`config.mk`:
```
export PLATFORM = sky130hd
export DESIGN_NAME = mne_exec
export DESIGN_NICKNAME = d
export VERILOG_FILES = /design/src/shared/mne_pkg.sv /design/src/design/mne_product_unit.sv /design/src/design/mne_exec.sv
export SDC_FILE = /design/constraint.sdc
export NUM_CORES = 1
export LEC_CHECK = 0
export BUFFER_PORTS_ARGS = -buffer_cell sky130_fd_sc_hd__buf_2
export CORE_UTILIZATION = 30
export DETAILED_ROUTE_END_ITERATION = 7
export GPL_TIMING_DRIVEN = 0
export PLACE_DENSITY_LB_ADDON = 0.05
export RECOVER_POWER = 100
export SLEW_MARGIN = 20
export SYNTH_ARGS = -nofsm -noshare
export SYNTH_HDL_FRONTEND = slang
export SYNTH_SLANG_ARGS = --single-unit
```
`constraint.sdc`:
```
create_clock -name clk_sys_in -period 4.5 [get_ports clk_sys_in]
set_input_delay 0.9 -clock clk_sys_in [delete_from_list [all_inputs] [get_ports clk_sys_in]]
set_output_delay 0.9 -clock clk_sys_in [all_outputs]
set_load 0.01 [all_outputs]
```
`src/shared/mne_pkg.sv`:
```
// Package with opcodes, widths, timing and carrier types for the multiply/idle executor
package mne_pkg;
   localparam int MNE_DW = 8;
   localparam int MNE_PCW = 16;
   localparam logic [7:0] MNE_OPC_PRODUCT = 8'hA4;
   localparam logic [7:0] MNE_OPC_IDLE = 8'h00;
   localparam int MNE_PRODUCT_CYCLES = 4;
   localparam int MNE_IDLE_CYCLES = 1;
   localparam int MNE_MUL_CYCLES_MIN = 2;
   localparam int MNE_MUL_CYCLES_MAX = 7;
   localparam logic [7:0] MNE_BYTE_MAX = 8'hFF;
   localparam logic [7:0] MNE_ZERO8 = 8'h00;
   localparam logic [15:0] MNE_ZERO16 = 16'h0000;
   localparam logic [15:0] MNE_PC_STEP = 16'h0001;
   localparam logic [2:0] MNE_CNT_ZERO = 3'h0;
   localparam logic [2:0] MNE_CNT_ONE = 3'h1;

   // Core state as seen by the executor
   typedef struct packed {
      logic [7:0] acc;
      logic [7:0] aux;
      logic [15:0] pc;
      logic product_excess_flag;
      logic carry_flag;
   } mne_core_s;

   typedef enum logic [1:0] {
      MNE_ST_IDLE,
      MNE_ST_MUL,
      MNE_ST_NOP
   } mne_state_e;
endpackage : mne_pkg

```
`src/design/mne_product_unit.sv`:
```
// Unsigned 8x8 product unit with excess detection
`timescale 1ns/1ps
module mne_product_unit
   import mne_pkg::*;
#(
   parameter int DW = MNE_DW
) (
   input wire logic [DW-1:0] a_in,
   input wire logic [DW-1:0] b_in,
   output logic [DW-1:0] lo_out,
   output logic [DW-1:0] hi_out,
   output logic excess_out
);
   // Elaboration guard; the excess test below compares against a byte-wide zero
   if (DW != MNE_DW) begin : g_dw_check
      $error("mne_product_unit: only 8-bit operands are served");
   end

   // Full-width product, split into bytes; operands widened first so no bit is lost
   wire logic [2*DW-1:0] prod_w = {{DW{1'b0}}, a_in} * {{DW{1'b0}}, b_in};
   assign lo_out = prod_w[DW-1:0];
   assign hi_out = prod_w[2*DW-1:DW];
   // High byte nonzero means product above the byte maximum
   assign excess_out = (prod_w[2*DW-1:DW] != MNE_ZERO8);
endmodule : mne_product_unit

```
`src/design/mne_exec.sv`:
```
// Executor for the product instruction and the idle instruction
// Notes on behaviour
// - Opcode A4h multiplies accumulator by auxiliary register, unsigned, over 4 machine cycles.
// - The product's low byte goes to the accumulator and high byte to the auxiliary register.
// - The excess flag is set when the product exceeds 255 and cleared otherwise.
// - Every multiply clears the carry flag.
// - Opcode 00h is a one-cycle idle that adds one to the program counter.
// - The idle changes nothing but the program counter.
`timescale 1ns/1ps
module mne_exec
   import mne_pkg::*;
#(
   parameter int MUL_CYCLES = MNE_PRODUCT_CYCLES
) (
   input wire logic clk_sys_in,
   input wire logic rst_n_in,
   input wire logic op_valid_in,
   input wire logic [7:0] opcode_in,
   input wire logic load_in,
   input wire mne_core_s load_val_in,
   output mne_core_s core_out,
   output logic busy_out,
   output logic done_out
);
   // Elaboration guard; MUL_CYCLES is held to 2 through 7 so MUL_LAST fits the three-bit cycle counter
   if (MUL_CYCLES < MNE_MUL_CYCLES_MIN || MUL_CYCLES > MNE_MUL_CYCLES_MAX) begin : g_cycles_check
      $error("mne_exec: MUL_CYCLES out of range");
   end

   localparam logic [2:0] MUL_LAST = 3'(MUL_CYCLES - 1);

   mne_state_e state_q, state_d;
   mne_core_s core_q, core_d;
   logic [2:0] cnt_q, cnt_d;
   logic done_q, done_d;
   logic busy_q, busy_d;
   logic [7:0] lo_w, hi_w;
   logic excess_w;

   // Product formed from the committed registers; operands stay stable while busy
   mne_product_unit #(.DW(MNE_DW)) u_prod (
      .a_in(core_q.acc),
      .b_in(core_q.aux),
      .lo_out(lo_w),
      .hi_out(hi_w),
      .excess_out(excess_w)
   );

   // Decode of the two handled opcodes
   wire logic idle_ready_w = (state_q == MNE_ST_IDLE);
   wire logic start_product_w = idle_ready_w && op_valid_in && (opcode_in == MNE_OPC_PRODUCT);
   wire logic start_idle_w = idle_ready_w && op_valid_in && (opcode_in == MNE_OPC_IDLE);
   wire logic mul_last_w = (state_q == MNE_ST_MUL) && (cnt_q == MUL_LAST);

   // Busy follows the next state so the pin comes straight from a flop
   assign busy_d = (state_d == MNE_ST_MUL);

   // Sequencer and commit logic
   always_comb begin
      state_d = state_q;
      core_d = core_q;
      cnt_d = cnt_q;
      done_d = 1'b0;
      unique case (state_q)
         MNE_ST_IDLE: begin
            if (load_in) begin
               core_d = load_val_in;
            end
            if (start_product_w) begin
               state_d = MNE_ST_MUL;
               cnt_d = MNE_CNT_ONE;
            end else if (start_idle_w) begin
               // Single cycle; only the PC moves
               core_d.pc = core_q.pc + MNE_PC_STEP;
               done_d = 1'b1;
            end
         end
         MNE_ST_MUL: begin
            cnt_d = cnt_q + MNE_CNT_ONE;
            if (mul_last_w) begin
               // All five fields in one edge so nothing half-updated is seen
               core_d.acc = lo_w;
               core_d.aux = hi_w;
               core_d.product_excess_flag = excess_w;
               core_d.carry_flag = 1'b0;
               core_d.pc = core_q.pc + MNE_PC_STEP;
               state_d = MNE_ST_IDLE;
               cnt_d = MNE_CNT_ZERO;
               done_d = 1'b1;
            end
         end
         MNE_ST_NOP: begin
            state_d = MNE_ST_IDLE;
         end
      endcase
   end

   // State register; a reset in mid-multiply abandons the operation
   // with nothing committed, since the commit only happens on the last count
   always_ff @(posedge clk_sys_in or negedge rst_n_in) begin
      if (!rst_n_in) begin
         state_q <= MNE_ST_IDLE;
      end else begin
         state_q <= state_d;
      end
   end

   // Committed core state; only the final multiply edge, an idle or a preload moves it
   // Operands are read from here, so they cannot change under a running multiply
   always_ff @(posedge clk_sys_in or negedge rst_n_in) begin
      if (!rst_n_in) begin
         core_q <= '0;
      end else begin
         core_q <= core_d;
      end
   end

   // Machine-cycle counter within the multiply
   always_ff @(posedge clk_sys_in or negedge rst_n_in) begin
      if (!rst_n_in) begin
         cnt_q <= MNE_CNT_ZERO;
      end else begin
         cnt_q <= cnt_d;
      end
   end

   // Completion pulse, raised on the same edge as each commit
   always_ff @(posedge clk_sys_in or negedge rst_n_in) begin
      if (!rst_n_in) begin
         done_q <= 1'b0;
      end else begin
         done_q <= done_d;
      end
   end

   // Busy flag, registered so the pin never shows a decode glitch
   always_ff @(posedge clk_sys_in or negedge rst_n_in) begin
      if (!rst_n_in) begin
         busy_q <= 1'b0;
      end else begin
         busy_q <= busy_d;
      end
   end

   // Outputs straight from flops
   assign core_out = core_q;
   assign busy_out = busy_q;
   assign done_out = done_q;

   // Assertions; the repetition counts are written for the default four-cycle multiply
   // Busy for three cycles after the take, then the commit cycle
   a_mul_length: assert property (@(posedge clk_sys_in) disable iff (!rst_n_in)
      start_product_w |=> busy_out [*3] ##1 !busy_out && done_out)
      else $error("multiply did not take four cycles");

   // Operands sampled one edge after the take, so a preload on the take edge is honoured
   a_mul_bytes: assert property (@(posedge clk_sys_in) disable iff (!rst_n_in)
      start_product_w |-> ##4
         ({core_out.aux, core_out.acc} ==
         16'($past(core_q.acc, 3)) * 16'($past(core_q.aux, 3))))
      else $error("product bytes wrong");

   // Excess flag against the full-width product of the same operands
   a_excess_flag: assert property (@(posedge clk_sys_in) disable iff (!rst_n_in)
      start_product_w |-> ##4 (core_out.product_excess_flag ==
         (16'($past(core_q.acc, 3)) * 16'($past(core_q.aux, 3)) > 16'(MNE_BYTE_MAX))))
      else $error("excess flag wrong");

   // A zero high byte must leave the flag cleared, whatever it held before
   a_excess_small: assert property (@(posedge clk_sys_in) disable iff (!rst_n_in)
      mul_last_w && (hi_w == MNE_ZERO8) |=> !core_out.product_excess_flag)
      else $error("excess flag not cleared");

   // Carry cleared on every multiply
   a_carry_clear: assert property (@(posedge clk_sys_in) disable iff (!rst_n_in)
      start_product_w |-> ##4 !core_out.carry_flag)
      else $error("carry not cleared by multiply");

   // Idle advances the pc from its old value, even with a preload on the same edge
   a_idle_pc: assert property (@(posedge clk_sys_in) disable iff (!rst_n_in)
      start_idle_w |=> core_out.pc == $past(core_q.pc) + MNE_PC_STEP && done_out && !busy_out)
      else $error("idle did not advance pc by one");

   // A preload on the idle edge is a separate write, so it is left out here
   a_idle_quiet: assert property (@(posedge clk_sys_in) disable iff (!rst_n_in)
      start_idle_w && !load_in |=> $stable(core_out.acc) && $stable(core_out.aux)
         && $stable(core_out.product_excess_flag) && $stable(core_out.carry_flag))
      else $error("idle changed a register");

   // Nothing moves before the last multiply cycle
   a_mul_atomic: assert property (@(posedge clk_sys_in) disable iff (!rst_n_in)
      busy_out && !mul_last_w |=> $stable(core_out))
      else $error("partial update during multiply");

   // Codes offered while busy must not end the multiply early
   a_busy_hold: assert property (@(posedge clk_sys_in) disable iff (!rst_n_in)
      busy_out && !mul_last_w |=> busy_out)
      else $error("multiply cut short");

   // The commit edge moves the pc together with the product
   a_commit_pc: assert property (@(posedge clk_sys_in) disable iff (!rst_n_in)
      mul_last_w |=> done_out && !busy_out && core_out.pc == $past(core_q.pc) + MNE_PC_STEP)
      else $error("commit incomplete");

   // Done lasts one cycle unless an idle follows at once
   a_done_pulse: assert property (@(posedge clk_sys_in) disable iff (!rst_n_in)
      done_out |=> !done_out || $past(start_idle_w))
      else $error("done stuck high");

   // Product outcomes
   c_mul_excess: cover property (@(posedge clk_sys_in) disable iff (!rst_n_in)
      mul_last_w && excess_w);
   c_mul_small: cover property (@(posedge clk_sys_in) disable iff (!rst_n_in)
      mul_last_w && !excess_w);

   // Sequencing
   c_idle_run: cover property (@(posedge clk_sys_in) disable iff (!rst_n_in)
      start_idle_w ##1 start_idle_w);
   c_mul_then_idle: cover property (@(posedge clk_sys_in) disable iff (!rst_n_in)
      mul_last_w ##1 start_idle_w);
   c_mul_refused: cover property (@(posedge clk_sys_in) disable iff (!rst_n_in)
      busy_out && op_valid_in);
endmodule : mne_exec

```
**Yosys cells after proc, flatten, opt, wreduce, memory -nomap -nowiden**

Cells that the tools add are included.

- Register bits: 41
- Input bits: 46

- Add/sub/neg operators: 2
- Multiply operators: 1
- Equality and inequality tests: 8
- Mux-type cells: 15
- Reductions and logical operators: 11

Operators by type and width:

| operator | count |
|---|---|
| two-way mux 34 bit | 2 |
| case mux 34 bit (2 select lines) | 1 |
| two-way mux 16 bit | 2 |
| adder 16 x 1 -> 16 bit (second input constant) | 1 |
| multiplier 8 x 8 -> 16 bit | 1 |
| == test 8 bit (second input constant) | 1 |
| zero test 8 bit | 1 |
| nonzero test 8 bit | 1 |
| two-way mux 3 bit | 2 |
| case mux 2 bit (3 select lines) | 1 |
| case mux 3 bit (2 select lines) | 1 |
| == test 2 x 1 -> 1 bit (second input constant) | 2 |
| logical AND 1 bit | 4 |
| two-way mux 2 bit | 2 |
| != test 2 bit (second input constant) | 2 |
| AND reduction 2 bit | 2 |
| adder 3 x 1 -> 3 bit (second input constant) | 1 |
| == test 3 x 2 -> 1 bit (second input constant) | 1 |
| two-way mux 1 bit | 3 |
| AND reduction 3 bit | 1 |
| == test 2 bit (second input constant) | 1 |
| zero test 2 bit | 1 |
| != test 2 x 1 -> 1 bit (second input constant) | 1 |
| case mux 1 bit (2 select lines) | 1 |
| nonzero test 2 bit | 1 |

**Longest topological paths before layout**

- Word-level depth: 6
- Gate-level depth with buffers: 17

**Cells and area by module**

Synthesis repeated with hierarchy kept, for this count alone.

- Cell total of the unflattened synthesis: 502
- Area total of the unflattened synthesis: 4591.9 um^2

Modules (own cells, without submodules):

| module | instances | cells an instance | area each (um^2) | seq. area each (um^2) |
|---|---|---|---|---|
| mne_exec | 1 | 243 | 2368.5 | 1026.0 |
| mne_product_unit | 1 | 259 | 2223.4 | 0.0 |

**Worst setup path before layout**

Ideal clock, no wire load.

- Path type: register to register
- From: register core_q, in the netlist core_out[31]
- To: register core_q, in the netlist core_out[1]
- Library setup time: 0.076 ns
- Arrival: 4.473 ns
- Required time: 4.424 ns
- Slack: -0.050 ns
- Stages on the path, launching flop included: 17
- Clock period less this slack: 4.550 ns
- Cell sequence: dfrtp_1 > clkbuf_1 > and2_1 > fa_1 > fa_1 > fa_1 > inv_1 > fa_1 > inv_1 > ha_1 > a21oi_1 > o311ai_0 > or4_1 > o211ai_1 > nand4bb_1 > nor4_1 > o21ai_1

- Longest elaborated chain between the ends: 4

Ends and longest elaborated chain:

| item | line | RTL |
|---|---|---|
| start, declared | mne_exec.sv:33 | `mne_core_s core_q, core_d;` |
| start signal, assigned | mne_exec.sv:114 | `core_q <= core_d;` |
| multiplier 8 x 8 -> 16 bit | mne_product_unit.sv:20 | `wire logic [2*DW-1:0] prod_w = {{DW{1'b0}}, a_in} * {{DW{1'b0}}, b_in};` |
| nonzero test 8 bit | mne_product_unit.sv:24 | `assign excess_out = (prod_w[2*DW-1:DW] != MNE_ZERO8);` |
| two-way mux 34 bit | mne_exec.sv:80 | `if (mul_last_w) begin` |
| case mux 34 bit (2 select lines) | mne_exec.sv:64 | `unique case (state_q)` |

No other way between the ends. The select of a mux whose other input is x is not followed.
A chain may end at the register's enable or synchronous reset.

**Final worst setup path**

- From: register core_q, in the netlist core_out[28]
- To: register core_q, in the netlist core_out[1]

The elaborated chain is that of the path after synthesis.

==> impl_results.md <==
- Synthesized cell area: 4390 um^2
- Yosys warning count: 0
- Syn Area/Cell: 8.70 um^2
- Final Hold Viols: 0
- Row Count: 43
- Post-synth ARST share: 1.00
- Clock tree sinks: 41
- DRC: 0
- Violated checks: capacitance limit, slew limit, setup timing
- Pre-CTS WS: -0.761 ns
- Setup slack after layout: -0.0353 ns
- Max Clk Rate: 0.220 GHz
- Final ANT Viol Nets: 0
- Worst-Margin Slew: 2.42 ns
- Die span in x: 123 um
- GRT Util Overall: 0.194
- CP Data Arrival Time: 4.75 ns
- Most used cell, CP: fa_1
- R2R depth: 16
- CP required: 4.71 ns
- Nets: 757
- Filler Cells Inserted: 1439
- Max-cap violations: 1
- Status: finished with violations
- Detail Placement HPWL: 9890 um
- Clock Path Buffers: 2
- Setup Crit Path Kind: reg -> reg
- Initial core utilization: 0.312
- First-pass GRT wire length: 22400 um
- Worst Setup Start Kind: flip-flop
- Share of layout cells above drive strength 1: 0.298
- Min Hold Slack: 0.511 ns
- RSZ-0062 raised after global routing: true
- Global Route met3 Usage: 0.0240
- Top cell type's share of synthesized area: 0.234
- Register area share after synthesis: 0.234
- Antenna diode count: 0
- Min cycle time layout: 4.54 ns
- # IOs: 82
- Final Max Tran Viols: 42
- Drt first pass iters: 5
- Via density: 5.08
- Final Wtd Congestion: 0.797
- Period utilization: 1.01
- Synthesized flop and latch total: 41
- Area growth syn-to-layout: 33.8%
- Die height: 123 um
- Antenna violations before repair: 0
- Synth area leaders: dfrtp_1 23%, fa_1 16%, ha_1 12%, and2_1 6.7%, inv_1 5.2%
- CTS buffer count: 5
- Avg WL per Cell: 17.1 um
- Initial drt markers: 184
- Setup Viol. Count Final: 2
- Net Count, Synth: 628
- Vias: 4139
- Crit path max-delay cell type: fa_1
- Grt peak-use layer: met2
- Worst Hold Depth: 2
- CTS root buf: clkbuf_16
- Number of synthesized flops with an enable pin: 0
- CTS H-tree depth: 2
- Commonest cells post-synth: 61 x inv_1, 48 x nand2_1, 47 x and2_1
- DRT Wirelength: 13900 um
- Gr ovfl total: 0
- Core area: 14100 um^2
- Met2 usage in global routing: 0.341
- Max-slew headroom at the worst pin: -0.616
- Critical Path Max Stage Delay: 0.54 ns
- Dominant synthesized flop cell: dfrtp_1
- Worst-path cell chain: buf_6, and2_4, fa_1, fa_1, fa_1, inv_1, fa_1, inv_2, ha_4, a21oi_4, o311ai_4, or4_1, o211ai_1, nand4bb_4, nor4_4, o21ai_1
- Number of global-route vias before repair: 4252
- Unique masters post-synth: 58
- Clk_skew: 0.00495 ns
- Min-delay worst type: reg -> reg
- Gate Count Post-Synth: 505
- Crit path max fanout: 6
- Grt met1 use: 0.252
- Post-CTS Hold Buffers: 0
- Die area: 15100 um^2
- Biggest area consumer among synthesized cells: dfrtp_1
- Cell with the most instances after synthesis: inv_1
- CTS clk-pin slew, worst paths: 0.07 ns
- # port buffers: 80
- Pin count of the biggest net entering global routing: 42
- Clk_lat worst skew: 0.29 ns
- CTS tree: done
- Crit end category: flip-flop
[placed cells by master (no fill, tap or decap), types with 4 or more instances in the layout]
cell type	n
a221oi_1	4
o22ai_1	6
o21ai_1	5
ha_1	35
nor2_1	45
fa_1	31
nand2_1	43
buf_6	10
a21oi_4	5
o211ai_1	5
and2_1	39
a221oi_2	4
fa_2	5
o31ai_1	4
o21a_1	7
nand2b_1	4
clkbuf_1	28
dfrtp_1	27
ha_4	6
nand3_1	9
a22oi_1	7
inv_1	54
buf_4	34
a21oi_1	28
o21ai_0	18
and2_4	8
dfrtp_2	14
buf_2	63
nor3_1	5
clkbuf_16	5
inv_2	7
[sequential cells by signal (all words and copies together) (netlist names)]
register / count
cnt_q: 3
core_out: 34
done_out: 1
state_q: 2
busy_out: 1
[cell families after synthesis]
logic type	count (synthesis)	synth area share
xor gates and xnor gates	7	0.0140
and+or+nand+nor	177	0.206
AOI/OAI and AO/OA	124	0.191
DFF	41	0.234
adders and majority gates	77	0.281
muxes	4	0.00940
buffers and inverters	75	0.0650
[metrics by stage]
stage | util | TNS [ns] | cell area (um^2) | std cells
after global routing | 0.417 | -0.543 | 5880 | 815
after detailed placement | 0.357 | -3.19 | 5030 | 765
after floorplan | - | 0 | 4410 | 505
after CTS | 0.410 | -0.291 | 5780 | 810
after global placement | 0.357 | -2.87 | 5030 | 765
final | 0.417 | -0.0382 | 5880 | 815
[per-layer routing]
metal / vias to the layer above / routed length (um)
met1: 2023 / 6270
met3: 18 / 499
met5: - / 0
li1: 1996 / -
met4: 0 / 310
met2: 102 / 6870
[path summary, 6_finish.rpt]
check | start | endpoint | slack [ns]
max | core_out[28] | core_out[1] | -0.04
min | cnt_q[1] | cnt_q[1] | 0.51
max reg2reg | core_out[28] | core_out[1] | -0.04
min reg2reg | cnt_q[1] | cnt_q[1] | 0.51
max in group asynchronous | rst_n_in | core_out[24] | 1.59
min in group asynchronous | rst_n_in | core_out[17] | 1.35
[repair_timing]
| item | 4_1_cts | 5_1_grt |
|---|---|---|
| endpoints found under the setup margin | 9 | 7 |
| resized for setup | 66 | 25 |
| pin swaps | 37 | 23 |
| buffers inserted | 38 | 6 |
[area by class of cell]
class / count / area (um^2) / area share
buffer: 12 / 55.1 / 0.00937
multi-input combinational: 389 / 3390 / 0.577
sequential: 41 / 1040 / 0.178
clock inverter: 3 / 68.8 / 0.0117
tap: 180 / 225 / 0.0383
timing repair buffer: 123 / 733 / 0.125
clock buffer: 5 / 125 / 0.0213
inverter: 62 / 233 / 0.0396
[worst max-delay path, delay by kind of cell (launching register included)]
kind,cells,cell delay [ns]
buffers and inverters,3,0.24
AOI/OAI and AO/OA,4,0.70
and+or+nand+nor,4,0.81
adders and majority gates,5,2.19
DFF,1,0.49
Power is not shown: default switching activity piles up to over one toggle a cycle in this logic, so the estimate is an artifact.
